File: src/core/ltxe_defs.svh
`ifndef LTXE_DEFS_SVH
`define LTXE_DEFS_SVH

// Register indexes; the byte address on the bus is four times the index
`define LTXE_IDX_GLOBAL   8'h40
`define LTXE_IDX_CFG      8'h02
`define LTXE_IDX_PULSE    8'h03
`define LTXE_IDX_SCALE    8'h04
`define LTXE_IDX_RAMCTL   8'h05
`define LTXE_IDX_SAMPLE   8'h06
`define LTXE_IDX_MASK     8'h12
`define LTXE_IDX_STATUS   8'h17

// Field positions in the interface configuration register
`define LTXE_CFG_ENC      0
`define LTXE_CFG_RAIL     1
`define LTXE_CFG_INV      2
`define LTXE_CFG_EDGE     3

// Field positions in the waveform RAM control register
`define LTXE_CTL_RW       6
`define LTXE_CTL_DONE     7

// Status and mask bit positions
`define LTXE_ST_LOSS      0
`define LTXE_ST_OVF       1

// Timing and amplitude figures
`define LTXE_TCLK_LOSS    7'h46
`define LTXE_PHASE_DIV    3'h7
`define LTXE_PHASE_LAST   4'hf
`define LTXE_PHASE_HALF   4'h8
`define LTXE_ARB_CODE     2'h3
`define LTXE_SCAL_SHIFT   5
`define LTXE_AMP_MAX      6'h3f
`define LTXE_SCAL_RESET   6'h20

`endif

File: src/core/ltxe_pkg.sv
package ltxe_pkg;

    // Line symbols held in the encoder window
    typedef enum logic [1:0] {
        sym_zero,
        sym_one,
        sym_viol
    } ltxe_sym_e;

    // Software visible configuration and status
    typedef struct packed {
        logic       line_std;   // 0 E1, 1 T1/J1
        logic       edge_sel;   // 0 rising, 1 falling clock edge
        logic       invert;     // Data inputs active low
        logic       rail;       // 0 single rail, 1 dual rail
        logic       enc;        // 1 zero substitution, 0 plain AMI
        logic [3:0] pulse;      // Pulse select field
        logic [5:0] scal;       // Scaling field
        logic [1:0] ui;         // Interval select field
        logic [3:0] samp;       // Sample address field
        logic       rw;         // 0 write RAM, 1 read RAM
        logic       done;       // Access trigger, self clearing
        logic [6:0] sample;     // Sample data field
        logic [1:0] mask;       // Interrupt enables
        logic [1:0] status;     // Sticky events
    } ltxe_cfg_s;

    // Whole module state
    typedef struct packed {
        ltxe_cfg_s            cfg;
        logic                 waitreq;   // Avalon waitrequest
        logic [7:0]           rdata;     // Avalon read data
        logic                 ram_go;    // RAM access pending
        logic [2:0]           tclk_s;    // Sync stages plus edge history
        logic [1:0]           dp_s;      // Positive data sync
        logic [1:0]           dn_s;      // Negative data sync
        logic [6:0]           miss_cnt;  // Cycles since last clock edge
        ltxe_sym_e [7:0]      ent;       // Encoder window, [0] newest
        logic                 hdb_odd;   // Odd mark count since last V
        logic                 last_pol;  // Polarity of last pulse
        logic                 line_pos;
        logic                 line_neg;
        logic [3:0][1:0]      hist;      // {pos,neg} of recent pulses
        logic [3:0]           phase;     // Sub-phase in current UI
        logic [2:0]           div;       // Sub-phase divider
        logic [6:0]           dac;       // Sign-magnitude amplitude
        logic                 irq;
    } ltxe_state_s;

endpackage

File: src/core/ltxe_top.sv
// Register access over Avalon-MM was chosen for this implementation.
`timescale 1ns/1ps
`include "ltxe_defs.svh"
module ltxe_top (
    // Clock and reset
    input  wire logic        core_clk,
    input  wire logic        rst,
    // Avalon-MM register slave
    input  wire logic [9:0]  avs_address,
    input  wire logic        avs_read,
    input  wire logic        avs_write,
    input  wire logic [31:0] avs_writedata,
    input  wire logic [3:0]  avs_byteenable,
    output logic      [31:0] avs_readdata,
    output logic             avs_waitrequest,
    // System transmit interface
    input  wire logic        tx_clock_in,
    input  wire logic        tx_data_pos_in,
    input  wire logic        tx_data_neg_in,
    // Line driver side
    output logic             line_tx_pair_pos,
    output logic             line_tx_pair_neg,
    output logic      [6:0]  line_tx_pair_amp,
    output logic             irq
);

    ////////////////////////////////////////////////////////////////////////
    // State, RAM and template ROM

    ltxe_pkg::ltxe_state_s st_r;     // All registered state
    ltxe_pkg::ltxe_state_s st_nxt;   // Next value of the state
    logic [6:0] wave_ram [64];       // Waveform samples, {ui, samp}

    // Peak amplitude of each stored template, indexed by pulse code
    // Codes 0-1 E1, 2-6 T1 grades, 7 J1, 8-11 long haul grades
    localparam logic [5:0] TEMPL_PEAK [12] = '{
        6'h3c, 6'h3a, 6'h30, 6'h34, 6'h38, 6'h3c, 6'h3f, 6'h36,
        6'h3f, 6'h1a, 6'h0b, 6'h05
    };

    ////////////////////////////////////////////////////////////////////////
    // Combinational helpers

    logic       tclk_rise;      // Rising edge of synced clock
    logic       tclk_fall;      // Falling edge of synced clock
    logic       bit_tick;       // Active edge, one bit per tick
    logic       d_pos;          // Positive data after inversion
    logic       d_neg;          // Negative data after inversion
    logic       arb_mode;       // Arbitrary waveform selected
    logic [5:0] ram_addr;       // Software RAM address
    logic [7:0] reg_idx;        // Register index from byte address
    logic [7:0] reg_rd;         // Read mux output
    logic       req;            // Any bus request

    assign tclk_rise = st_r.tclk_s[1] & ~st_r.tclk_s[2];
    assign tclk_fall = ~st_r.tclk_s[1] & st_r.tclk_s[2];
    // Active edge chosen by edge_sel
    assign bit_tick  = st_r.cfg.edge_sel ? tclk_fall : tclk_rise;
    // Inputs read active high or active low
    assign d_pos     = st_r.dp_s[1] ^ st_r.cfg.invert;
    assign d_neg     = st_r.dn_s[1] ^ st_r.cfg.invert;
    // Top two bits of pulse code both set
    assign arb_mode  = (st_r.cfg.pulse[3:2] == `LTXE_ARB_CODE);
    assign ram_addr  = {st_r.cfg.ui, st_r.cfg.samp};
    assign reg_idx   = avs_address[9:2];
    assign req       = avs_read | avs_write;

    ////////////////////////////////////////////////////////////////////////
    // Arbitrary waveform: overlap of four intervals, then scaling

    logic signed [7:0]  term [4];   // Contribution of each interval
    logic signed [9:0]  wave_sum;   // Sum of overlapping pulses
    logic signed [16:0] wave_prod;  // Sum times scaling field
    logic signed [16:0] wave_scl;   // Scaled amplitude
    logic        [16:0] wave_mag;   // Magnitude of scaled amplitude
    logic               wave_ovf;   // Beyond full scale
    logic        [6:0]  arb_dac;    // Sign-magnitude result
    logic        [6:0]  pre_dac;    // Preset template result
    logic        [5:0]  pre_peak;   // Peak of selected template

    // One term per interval; hist[g] is the pulse sent g UIs ago
    genvar g;
    for (g = 0; g < 4; g++)
    begin : g_ui
        logic [6:0] smp;   // Sign-magnitude sample
        assign smp = wave_ram[{2'(g), st_r.phase}];
        assign term[g] = (st_r.hist[g] == 2'h0) ? 8'sh00 :
                         ((smp[6] ^ st_r.hist[g][0]) ?
                          -$signed({2'h0, smp[5:0]}) :
                          $signed({2'h0, smp[5:0]}));
    end

    // Scaling only acts in arbitrary mode
    always_comb
    begin
        wave_sum  = 10'(term[0]) + 10'(term[1]) + 10'(term[2])
                  + 10'(term[3]);
        wave_prod = 17'(wave_sum) * $signed({11'h0, st_r.cfg.scal});
        wave_scl  = wave_prod >>> `LTXE_SCAL_SHIFT;
        wave_mag  = wave_scl[16] ? 17'(-wave_scl) : 17'(wave_scl);
        // Overlapping pulses may exceed full scale
        wave_ovf  = wave_mag > 17'(`LTXE_AMP_MAX);
        arb_dac   = {wave_scl[16],
                     wave_ovf ? `LTXE_AMP_MAX : wave_mag[5:0]};
    end

    // Presets use the ROM shape, never scaled
    always_comb
    begin
        pre_peak = TEMPL_PEAK[arb_mode ? 4'h0 : st_r.cfg.pulse];
        if (st_r.hist[0] != 2'h0 && st_r.phase < `LTXE_PHASE_HALF)
            pre_dac = {st_r.hist[0][0], pre_peak};
        else
            pre_dac = 7'h00;
    end

    ////////////////////////////////////////////////////////////////////////
    // Register read mux

    always_comb
    begin
        unique case (reg_idx)
            `LTXE_IDX_GLOBAL: reg_rd = {7'h0, st_r.cfg.line_std};
            `LTXE_IDX_CFG:    reg_rd = {4'h0, st_r.cfg.edge_sel,
                                        st_r.cfg.invert, st_r.cfg.rail,
                                        st_r.cfg.enc};
            `LTXE_IDX_PULSE:  reg_rd = {4'h0, st_r.cfg.pulse};
            `LTXE_IDX_SCALE:  reg_rd = {2'h0, st_r.cfg.scal};
            `LTXE_IDX_RAMCTL: reg_rd = {st_r.cfg.done, st_r.cfg.rw,
                                        st_r.cfg.ui, st_r.cfg.samp};
            `LTXE_IDX_SAMPLE: reg_rd = {1'h0, st_r.cfg.sample};
            `LTXE_IDX_MASK:   reg_rd = {6'h0, st_r.cfg.mask};
            `LTXE_IDX_STATUS: reg_rd = {6'h0, st_r.cfg.status};
            // Unmapped addresses read as zero
            default:          reg_rd = 8'h00;
        endcase
    end

    ////////////////////////////////////////////////////////////////////////
    // Next state

    always_comb
    begin
        logic [1:0] set_ev;     // Events raised this cycle
        logic [1:0] clr_ev;     // Status bits cleared by a read
        logic       pos_o;      // Pulse polarity leaving the encoder
        logic       neg_o;
        ltxe_pkg::ltxe_sym_e [7:0] ent_n;
        set_ev = 2'h0;
        clr_ev = 2'h0;
        pos_o  = 1'b0;
        neg_o  = 1'b0;
        ent_n  = st_r.ent;
        st_nxt = st_r;

        // Two-flop synchronisers; stage 2 of the clock feeds edge history
        st_nxt.tclk_s = {st_r.tclk_s[1:0], tx_clock_in};
        st_nxt.dp_s   = {st_r.dp_s[0], tx_data_pos_in};
        st_nxt.dn_s   = {st_r.dn_s[0], tx_data_neg_in};

        // Missing clock watchdog, saturating just past the limit
        if (tclk_rise | tclk_fall)
            st_nxt.miss_cnt = 7'h00;
        else if (st_r.miss_cnt <= `LTXE_TCLK_LOSS)
            st_nxt.miss_cnt = st_r.miss_cnt + 7'h01;
        if (!(tclk_rise | tclk_fall) && st_r.miss_cnt == `LTXE_TCLK_LOSS)
            set_ev[`LTXE_ST_LOSS] = 1'b1;

        // Sub-phase timebase restarts with each bit
        if (bit_tick)
        begin
            st_nxt.div   = 3'h0;
            st_nxt.phase = 4'h0;
        end
        else if (st_r.div == `LTXE_PHASE_DIV)
        begin
            st_nxt.div = 3'h0;
            if (st_r.phase != `LTXE_PHASE_LAST)
                st_nxt.phase = st_r.phase + 4'h1;
        end
        else
            st_nxt.div = st_r.div + 3'h1;

        // One line symbol per active clock edge
        if (bit_tick)
        begin
            if (st_r.cfg.rail)
            begin
                // Encoder bypassed in dual rail
                pos_o = ~d_pos & d_neg;
                neg_o = d_pos & ~d_neg;
                ent_n = {st_r.ent[6:0], ltxe_pkg::sym_zero};
            end
            else
            begin
                // Oldest symbol leaves the window with its polarity
                unique case (st_r.ent[7])
                    ltxe_pkg::sym_one:
                    begin
                        pos_o = ~st_r.last_pol;
                        neg_o = st_r.last_pol;
                    end
                    ltxe_pkg::sym_viol:
                    begin
                        pos_o = st_r.last_pol;
                        neg_o = ~st_r.last_pol;
                    end
                    default:
                    begin
                        pos_o = 1'b0;
                        neg_o = 1'b0;
                    end
                endcase
                if (pos_o | neg_o)
                    st_nxt.last_pol = pos_o;
                ent_n = {st_r.ent[6:0],
                         d_pos ? ltxe_pkg::sym_one : ltxe_pkg::sym_zero};
                if (d_pos)
                    st_nxt.hdb_odd = ~st_r.hdb_odd;
                // Eight zeros become 000VB0VB on T1/J1
                if (st_r.cfg.enc && st_r.cfg.line_std && ent_n == '0)
                    ent_n = {ltxe_pkg::sym_zero, ltxe_pkg::sym_zero,
                             ltxe_pkg::sym_zero, ltxe_pkg::sym_viol,
                             ltxe_pkg::sym_one, ltxe_pkg::sym_zero,
                             ltxe_pkg::sym_viol, ltxe_pkg::sym_one};
                // Four zeros become 000V or B00V on E1
                if (st_r.cfg.enc && !st_r.cfg.line_std
                    && ent_n[3:0] == '0)
                begin
                    ent_n[0] = ltxe_pkg::sym_viol;
                    ent_n[3] = st_r.hdb_odd ? ltxe_pkg::sym_zero
                                            : ltxe_pkg::sym_one;
                    st_nxt.hdb_odd = 1'b0;
                end
            end
            st_nxt.ent      = ent_n;
            st_nxt.line_pos = pos_o;
            st_nxt.line_neg = neg_o;
            st_nxt.hist     = {st_r.hist[2:0], pos_o, neg_o};
        end

        // Amplitude toward the line driver
        if (arb_mode)
        begin
            st_nxt.dac = arb_dac;
            set_ev[`LTXE_ST_OVF] = wave_ovf;
        end
        else
            st_nxt.dac = pre_dac;

        // Triggered RAM access; a read returns the sample
        if (st_r.ram_go)
        begin
            st_nxt.ram_go   = 1'b0;
            st_nxt.cfg.done = 1'b0;
            if (st_r.cfg.rw)
                st_nxt.cfg.sample = wave_ram[ram_addr];
        end

        // Avalon slave: one wait cycle, then accept
        if (req && st_r.waitreq)
        begin
            st_nxt.waitreq = 1'b0;
            st_nxt.rdata   = avs_read ? reg_rd : 8'h00;
        end
        else if (req)
        begin
            st_nxt.waitreq = 1'b1;
            // Reading status clears only the bits it reported
            if (avs_read && reg_idx == `LTXE_IDX_STATUS)
                clr_ev = st_r.rdata[1:0];
            if (avs_write && avs_byteenable[0])
            begin
                unique case (reg_idx)
                    `LTXE_IDX_GLOBAL:
                        st_nxt.cfg.line_std = avs_writedata[0];
                    `LTXE_IDX_CFG:
                    begin
                        st_nxt.cfg.enc  = avs_writedata[`LTXE_CFG_ENC];
                        st_nxt.cfg.rail = avs_writedata[`LTXE_CFG_RAIL];
                        st_nxt.cfg.invert = avs_writedata[`LTXE_CFG_INV];
                        st_nxt.cfg.edge_sel =
                            avs_writedata[`LTXE_CFG_EDGE];
                    end
                    `LTXE_IDX_PULSE: st_nxt.cfg.pulse = avs_writedata[3:0];
                    `LTXE_IDX_SCALE: st_nxt.cfg.scal  = avs_writedata[5:0];
                    `LTXE_IDX_RAMCTL:
                    begin
                        st_nxt.cfg.samp   = avs_writedata[3:0];
                        st_nxt.cfg.ui     = avs_writedata[5:4];
                        st_nxt.cfg.rw     = avs_writedata[`LTXE_CTL_RW];
                        st_nxt.cfg.done   = avs_writedata[`LTXE_CTL_DONE];
                        st_nxt.ram_go     = avs_writedata[`LTXE_CTL_DONE];
                    end
                    `LTXE_IDX_SAMPLE:
                        st_nxt.cfg.sample = avs_writedata[6:0];
                    `LTXE_IDX_MASK: st_nxt.cfg.mask = avs_writedata[1:0];
                    // Status is read-only, unmapped writes vanish
                    default: st_nxt.cfg.mask = st_r.cfg.mask;
                endcase
            end
        end

        // Sticky status: a new event wins over a clear
        st_nxt.cfg.status = (st_r.cfg.status & ~clr_ev) | set_ev;
        st_nxt.irq        = |(st_nxt.cfg.status & st_r.cfg.mask);
    end

    ////////////////////////////////////////////////////////////////////////
    // State register

    always_ff @(posedge core_clk)
    begin
        if (rst)
        begin
            st_r             <= '0;
            st_r.waitreq     <= 1'b1;
            st_r.cfg.scal    <= `LTXE_SCAL_RESET;
        end
        else
            st_r <= st_nxt;
    end

    // RAM write port, one cycle after the trigger
    always_ff @(posedge core_clk)
    begin
        if (st_r.ram_go && !st_r.cfg.rw)
            wave_ram[ram_addr] <= st_r.cfg.sample;
    end

    // Outputs straight from the state register
    assign avs_readdata     = {24'h0, st_r.rdata};
    assign avs_waitrequest  = st_r.waitreq;
    assign line_tx_pair_pos = st_r.line_pos;
    assign line_tx_pair_neg = st_r.line_neg;
    assign line_tx_pair_amp = st_r.dac;
    assign irq              = st_r.irq;
endmodule

File: config.mk
export PLATFORM = sky130hd
export DESIGN_NAME = ltxe_top
export DESIGN_NICKNAME = d
export VERILOG_FILES = /design/src/core/ltxe_pkg.sv /design/src/core/ltxe_top.sv
export VERILOG_INCLUDE_DIRS = /design/src /design/src/core
export SDC_FILE = /design/constraint.sdc
export NUM_CORES = 1
export LEC_CHECK = 0
export ABC_AREA = 0
export BUFFER_PORTS_ARGS = -buffer_cell sky130_fd_sc_hd__buf_4
export CAP_MARGIN = 20
export CORE_MARGIN = 3
export CORE_UTILIZATION = 60
export CTS_CLUSTER_SIZE = 28
export DETAILED_ROUTE_END_ITERATION = 12
export PLACE_DENSITY = 0.85
export SLEW_MARGIN = 25
export SYNTH_ARGS = -nofsm -noshare
export SYNTH_HDL_FRONTEND = slang
export SYNTH_SLANG_ARGS = --single-unit
export TNS_END_PERCENT = 10
File: constraint.sdc
create_clock -name core_clk -period 12.8 [get_ports core_clk]
set_input_delay 2.56 -clock core_clk [delete_from_list [all_inputs] [get_ports core_clk]]
set_output_delay 2.56 -clock core_clk [all_outputs]
set_load 0.02 [all_outputs]
Word-level counts from Yosys, hierarchy flattened:

Memories as Yosys holds them, arrays and structs flattened. A register that Yosys moved wholly into a read port is not among the register bits.
Index checks and enable logic that the tools add are counted.

* input port bits: 53
* RAM bits: 448
* register bits: 101
* bits in read-only memories: 96
* output and inout port bits: 43
* memories kept: 2

* add/sub/neg operators: 11
* mux-type cells: 63
* $mul: 1
* order comparisons: 4
* reductions and logical operators: 36
* equal/unequal tests: 14
* bitwise operators: 29

Memory list
* wave_ram: words 64, width 7, read ports 5, clocked after Yosys merged registers in 5, write ports 1, RTL line ltxe_top.sv:32 `logic [6:0] wave_ram [64];`
* (no name shown): words 16, width 6, read ports 1, clocked after Yosys merged registers in 0, write ports 0, RTL line ltxe_top.sv:110 `pre_peak = TEMPL_PEAK[arb_mode ? 4'h0 : st_r.cfg.pulse];`

Operators with widths (count)
* 8-bit two-way mux: 10
* 6-bit two-way mux: 13
* 16-bit two-way mux: 4
* 8-bit one-hot mux with 8 select lines: 1
* 6-bit negation with 8-bit output: 4
* 10-bit two-way mux: 3
* 7-bit two-way mux: 4
* 8-bit by 3-bit == test with 1-bit output, second input constant: 3
* 4-bit AND reduction: 6
* 1-bit two-way mux: 18
* 17-bit by 6-bit > comparator with 1-bit output, second input constant: 1
* 10-bit by 7-bit multiplier with 17-bit output: 1
* 17-bit two-way mux: 1
* 12-bit negation with 17-bit output: 1
* 8-bit by 2-bit == test with 1-bit output, second input constant: 2
* 8-bit by 5-bit == test with 1-bit output, second input constant: 2
* 16-bit logical NOT: 1
* 2-bit two-way mux: 6
* 1-bit NOT: 11
* 10-bit by 8-bit adder with 10-bit output: 1
* 9-bit by 8-bit adder with 10-bit output: 1
* 1-bit logical AND: 10
* 8-bit by 8-bit adder with 9-bit output: 1
* 8-bit by 7-bit == test with 1-bit output, second input constant: 1
* other kinds (29): 52

Depth between registers and ports, before layout:

Gate-level depths: netlist (run 1).

* word-level depth: 14
* gate-level depth with buffers: 42
* depth with buffers taken out: 38

Worst setup path after synthesis (run 1):

No wires, ideal clock.

* kind: reg-to-reg
* start: register with a tool-made name
* end: register st_r (netlist bit line_tx_pair_amp[4])
* path buffers: 4
* path slack: 2787 ps
* arrival: 9894 ps
* stages on the path, launching flop included: 38
* path through: dfxtp_1 clkbuf_1 buf_2 buf_2 mux4_2 mux4_2 or3_1 nor2b_1 xnor2_1 nor2_1 fa_1 inv_1 fa_1 inv_1 ha_1 nor2b_1 o2111a_1 nand3b_1 [2 not listed] and2_1 fa_1 fa_1 fa_1 inv_1 fa_1 inv_1 ha_1 buf_2 inv_1 o311ai_1 o21ba_1 o31a_1 or4_4 nor4_2 o211ai_1 a221o_1 o31a_1

RTL lines
* end signal: assignment: RTL line ltxe_top.sv:321 `st_r <= st_nxt;`
* end: declaration: RTL line ltxe_top.sv:30 `ltxe_pkg::ltxe_state_s st_r;`

==> run_results.csv, run 1 <==
group,metric,value,unit
sta,fin_tns_setup,0,ns
place,routabilityCongestion,0.960,
global_routing,grt_max_degree,73,
critical_path,cp_common_cell,"fa_1",
detailed_routing,vias_per_cell,7.01,
power_and_ir_drop,power_density,110,nW/µm²
detailed_routing,drt.antenna.violating_nets,0,
global_routing,grt-ovfl-total,0,
logic_synthesis,yosys_warnings,0,
logic_synthesis,netlist_instances,1980,
die,rows,80,
die,pin_count,96,
logic_synthesis,syn-mean-instance-area,14.9,µm²
finish,area_growth,8.27,%
detailed_routing,vias,18800,
logic_synthesis,yosys.area.top_type,"edfxtp_1",
power_and_ir_drop,sequentialPowerShare,54.8,%
detailed_routing,drcViolationCount,0,
logic_synthesis,synth_area,29500,µm²
sta,min_period,11.80,ns
critical_path,cp-end-kind,"register",
clock_tree,clock_sinks,557,
global_routing,track_usage,29.1,%
detailed_routing,first_iter_violations,2862,
flow_run,cap_violations,0,
sta,finalHoldViolations,0,
logic_synthesis,yosys-top-cells-count,"edfxtp_1, mux4_2, nor2_1",
power_and_ir_drop,clock_power_share,44.1,%
clock_tree,clk_latency,0.62,ns
critical_path,crit_type,"register to register",
clock_tree,cts.clk_slew.worst_paths,0.06,ns
die,initial_core_util,61.3,%
critical_path,slowest_delay,0.82,ns
sta,holdWs,0.433,ns
die,die_w,228,µm
logic_synthesis,synth.top_cell.area_share,45.6,%
sta,max_slew_margin,27.2,%
sta,finClkSkew,0.0207,ns
worst_hold_path,hold_path_class,"register to register",
logic_synthesis,dominantRegCellSynth,"edfxtp_1",
logic_synthesis,synth_edf_count,448,
global_routing,grt_pass1_wl,115,mm
sta,period_share,92.1,%
detailed_routing,drt_wl_total,75.5,mm
place,dp_hpwl,48.8,mm
power_and_ir_drop,p_sw_share,20.7,%
clock_tree,cts_setup_buffers,0,
critical_path,cp_slowest_cell,"dfxtp_4",
die,core-area,48100,µm²
power_and_ir_drop,combPwrFrac,1.1,%
finish,nNetsFinal,2143,
finish,drive_gt1_share,23.5,%
sta,report.final.slew_viol_count,0,
sta,max_freq,84.8,MHz
clock_tree,cts.htree.levels,2,
power_and_ir_drop,intPower,2.79,mW
place,io_buffers,42,
detailed_routing,dr.pass1.iters,6,
critical_path,required,13.30,ns
clock_tree,cts_tree,"built",
clock_tree,clockBufferDepth,3,
sta,worst_pin_slew,1.09,ns
die,die-area,51900,µm²
global_routing,antenna_found_initial,1,
die,die_h,228,µm
status,run_status,"complete, no violations",
logic_synthesis,ys_seq_area_share,52.9,%
clock_tree,cts_buffers,54,
sta,grt_setup_unrepaired,"no",
finish,final_cells,2676,
logic_synthesis,synth_most_common_cell,"edfxtp_1",
global_routing,first_global_vias,18900,
power_and_ir_drop,p_leak,10.6,nW
place,placed_cells,2573,
sta,finalSetupViolCount,0,
power_and_ir_drop,p_sw,0.729,mW
logic_synthesis,ys_seq_elements,557,
clock_tree,cts-root-buf,"clkbuf_16",
logic_synthesis,async_reset_ff_share,0,%
power_and_ir_drop,vdd_ir_drop_max,0.110,mV
critical_path,crit_arrival,12.29,ns
logic_synthesis,yosys-top-cells-area,"edfxtp_1, mux4_2, dfxtp_1, fa_1, ha_1",
critical_path,cp_max_fo,35,
logic_synthesis,synth.distinct_cells,84,
clock_tree,cts_resized,0,
detailed_routing,routedWlPerCell,28.2,µm
critical_path,critical_path.startpoint_type,"register",
clock_tree,ctsHoldBuffers,0,
[power by group through the flow]
| stage | registers (mW) | clock network [mW] | logic, mW |
|---|---|---|---|
| after floorplan | 1.97 | 0 | 0.0292 |
| after global placement | 1.97 | 0 | 0.0359 |
| after detailed placement | 1.97 | 0 | 0.0369 |
| after CTS | 1.93 | 1.56 | 0.0373 |
| after global routing | 1.93 | 1.63 | 0.0413 |
| final | 1.93 | 1.55 | 0.0385 |
[state kept, by name, summed over array words and instances (netlist names), named ones only]
name	count
irq	1
ram_addr	6
wave_ram	448
line_tx_pair_amp	7
st_nxt	4
avs_waitrequest	1
line_tx_pair_pos	1
avs_readdata	8
st_r	71
[stage by stage]
step | util (%) | area, µm² | total power [mW] | worst slack (ns)
final | 66.4 | 32000 | 3.52 | 1.00
after global placement | 62.7 | 30200 | 2.01 | 1.57
after detailed placement | 62.7 | 30200 | 2.01 | 1.21
after floorplan | - | 29600 | 2.00 | 2.79
after global routing | 66.4 | 32000 | 3.60 | 0.409
after CTS | 66.3 | 31900 | 3.53 | 1.08
[path summary, 6_finish.rpt]
kind	from	slack, ns	end	cells past startpoint
setup / recovery	register	1.00	line_tx_pair_amp[4]$_SDFF_PP0_	32
hold / removal	st_r[8]$_SDFF_PP0_	0.43	st_r[8]$_SDFF_PP0_	1
setup reg to reg	register	1.00	line_tx_pair_amp[4]$_SDFF_PP0_	32
hold reg to reg	st_r[8]$_SDFF_PP0_	0.43	st_r[8]$_SDFF_PP0_	1
[cell usage in the layout (no fill, tap or decap), types with 5 or more instances in the layout]
cell	Yosys	layout
a211oi_1	11	11
a21o_1	7	7
a21oi_1	79	79
a22o_1	10	10
a22oi_1	9	9
a31oi_1	5	5
and2_1	37	37
buf_4	41	60
clkbuf_1	68	6
clkbuf_16	0	56
clkbuf_8	0	5
clkinv_1	1	10
clkinv_2	0	16
conb_1	1	24
dfxtp_1	109	95
dfxtp_4	0	10
edfxtp_1	448	448
fa_1	56	56
ha_1	60	60
inv_1	101	102
mux2_2	5	5
mux2i_1	17	17
mux4_2	287	287
nand2_1	119	119
nand2b_1	9	9
nand3_1	36	36
nand3b_1	8	8
nand4_1	13	13
nor2_1	155	154
nor2b_1	18	18
nor3_1	16	16
nor3b_1	6	5
nor4_1	10	10
o211ai_1	11	11
o21ai_0	35	34
o21ai_1	8	9
or3_1	18	18
xnor2_1	34	34
xor2_1	17	17
[logic make-up after synthesis]
| group | share of synthesized area (%) |
|---|---|
| AOI/OAI and AO/OA | 4.99 |
| xor gates and xnor gates | 1.68 |
| adders and majority gates | 6.34 |
| buffers and inverters | 3.79 |
| DFF | 52.9 |
| muxes | 22.7 |
| other | 0.0127 |
| and+or+nand+nor | 7.59 |
[worst max-delay path: cells and delay by family, from the launching register on]
family                   cells  cell delay, ns
adder cells (fa/ha/maj)      8            3.84
AO/OA/AOI/OAI                6            1.50
AND/OR/NAND/NOR              8            2.24
buffers and inverters        3            0.54
multiplexers                 3            1.59
XOR/XNOR                     4            1.08
flip-flops                   1            0.82
[layer usage]
layer  GRT usage, %  share of wire, %
met1           37.4                35
met2           47.5                48
met3           7.52                11
met4           12.6               5.4
met5              0             0.016
[final cells by class]
type	instances	area (µm²)
Inverter	102	383
Clock buffer	68	1500
Multi-Input combinational cell	1196	12900
Fill cell	3065	16200
Antenna cell	1	2.50
Clock inverter	33	220
Tap cell	656	821
Timing Repair Buffer	63	493
Sequential cell	557	15700
Power figures use the tool's default switching activity.
==> run 2: changes to the inputs <==
- clock period: 12.8 -> 12.55 ns (I/O delays scaled with it)
==> run_results.csv, run 2 (same netlist as run 1, synthesis figures left out) <==
group,metric,value,unit
status,run_status,"complete, no violations",
power_and_ir_drop,power_density,114,nW/µm²
power_and_ir_drop,p_sw_share,20.7,%
sta,report.final.slew_viol_count,0,
die,core-area,48100,µm²
critical_path,crit_arrival,11.90,ns
finish,nNetsFinal,2138,
global_routing,grt_pass1_wl,116,mm
die,rows,80,
clock_tree,cts_setup_buffers,0,
clock_tree,cts-root-buf,"clkbuf_16",
power_and_ir_drop,clock_power_share,45.1,%
detailed_routing,routedWlPerCell,28.2,µm
die,die-area,51900,µm²
finish,fillers,3051,
critical_path,required,13.01,ns
global_routing,first_global_vias,18900,
finish,regMostFlops,"wave_ram",
critical_path,cp_max_fo,22,
clock_tree,clock_sinks,557,
detailed_routing,dr.pass1.iters,6,
place,io_buffers,42,
clock_tree,cts.htree.levels,2,
flow_run,cap_violations,0,
global_routing,grt-ovfl-total,0,
power_and_ir_drop,sequentialPowerShare,53.8,%
sta,grt_setup_unrepaired,"no",
detailed_routing,vias_per_cell,6.93,
die,initial_core_util,61.3,%
sta,finClkSkew,0.0288,ns
sta,worst_pin_slew,1.07,ns
sta,period_share,91.2,%
global_routing,antenna_found_initial,0,
sta,fin_tns_setup,0,ns
clock_tree,cts_tree,"built",
power_and_ir_drop,p_total,3.66,mW
clock_tree,cts_resized,0,
sta,max_freq,87.4,MHz
critical_path,cp-end-kind,"register",
place,dp_hpwl,48.3,mm
sta,max_slew_margin,28.7,%
power_and_ir_drop,intPower,2.90,mW
clock_tree,ctsHoldBuffers,0,
place,routabilityCongestion,0.916,
power_and_ir_drop,p_leak,10.6,nW
critical_path,critical_path.startpoint_type,"register",
detailed_routing,vias,18500,
global_routing,track_usage,29.1,%
finish,final_common_cell,"edfxtp_1",
power_and_ir_drop,p_sw,0.758,mW
sta,finalHoldViolations,0,
clock_tree,cts_buffers,54,
sta,finalSetupViolCount,0,
detailed_routing,drt_wl_total,75.2,mm
die,die_h,228,µm
clock_tree,clk_latency,0.63,ns
detailed_routing,drt.antenna.violating_nets,0,
critical_path,ff2ff_setup_slack,1.11,ns
die,pin_count,96,
sta,min_period,11.44,ns
finish,antenna_cells,0,
critical_path,crit_type,"register to register",
detailed_routing,first_iter_violations,2501,
critical_path,slowest_delay,0.66,ns
finish,most-common-layout-cells,"edfxtp_1, mux4_2, nor2_1",
finish,area_growth,8.46,%
critical_path,cp_common_cell,"fa_1",
clock_tree,clockBufferDepth,3,
global_routing,grt_max_degree,73,
clock_tree,cts.clk_slew.worst_paths,0.06,ns
detailed_routing,drcViolationCount,0,
power_and_ir_drop,combPwrFrac,1.1,%
worst_hold_path,hold_path_class,"register to register",
die,die_w,228,µm
critical_path,cp_slowest_cell,"dfxtp_4",
finish,drive_gt1_share,23.6,%
finish,largest_reg_flops,448,
power_and_ir_drop,vdd_ir_drop_max,0.146,mV
-- run 2: cell count changes in the layout (fill, tap and decap cells not counted), sizes merged --
cell / delta
bufinv: +3
clkbuf: -3
inv: -1
clkinv: -5
clkinvlp: +7
diode: -1
buf: -5
-- run 2: final timing paths --
path | startpoint | endpoint | cells after the start
worst max-delay path | register | line_tx_pair_amp[3]$_SDFF_PP0_ | 37
worst min-delay path | st_r[8]$_SDFF_PP0_ | st_r[8]$_SDFF_PP0_ | 1
worst max register to register | register | line_tx_pair_amp[3]$_SDFF_PP0_ | 37
worst min register to register | st_r[8]$_SDFF_PP0_ | st_r[8]$_SDFF_PP0_ | 1
-- run 2: power groups by stage --
stage                     Combinational [mW]  Clock, mW  Sequential [mW]
after floorplan                       0.0298          0             2.01
after global placement                0.0366          0             2.01
after detailed placement              0.0380          0             2.01
after CTS                             0.0382       1.66             1.97
after global routing                  0.0422       1.73             1.97
final                                 0.0389       1.65             1.97
-- run 2: metrics by stage --
| stage | area, µm² | std cells | worst slack [ns] | util [%] | hold slack, ns |
|---|---|---|---|---|---|
| final | 32000 | 2671 | 1.11 | 66.5 | 0.436 |
| after global routing | 32000 | 2671 | 0.489 | 66.5 | 0.445 |
| after detailed placement | 30200 | 2569 | 1.19 | 62.8 | 0.425 |
| after floorplan | 29600 | 2003 | 2.54 | - | 0.407 |
| after global placement | 30200 | 2569 | 1.54 | 62.7 | 0.415 |
| after CTS | 32000 | 2671 | 1.14 | 66.5 | 0.438 |
-- run 2: layout make-up --
cell class,count,area [µm²],area share [%]
clock buffer,65,1470,4.58
clock inverter,37,325,1.02
inverter,102,383,1.20
multi-input combinational,1196,12900,40.2
sequential,557,15700,49.0
tap,656,821,2.56
timing repair buffer,58,477,1.49
-- run 2: worst max-delay path, delay by kind of cell (launching register included) --
| family | cells | cell delay [ns] |
|---|---|---|
| flip-flops | 1 | 0.66 |
| AO/OA/AOI/OAI | 6 | 1.34 |
| AND/OR/NAND/NOR | 7 | 1.26 |
| multiplexers | 4 | 1.73 |
| XOR/XNOR | 4 | 1.39 |
| buffers and inverters | 7 | 0.83 |
| adder cells (fa/ha/maj) | 9 | 4.03 |
-- run 2: routing by layer --
metal  GRT usage [%]  vias up  part of all wire, %
li1                -     7641                    -
met1            36.6     9300                   34
met2            48.1     1290                   49
met3            7.66      273                   11
met4            13.3        0                  5.2
met5               0        -                    0
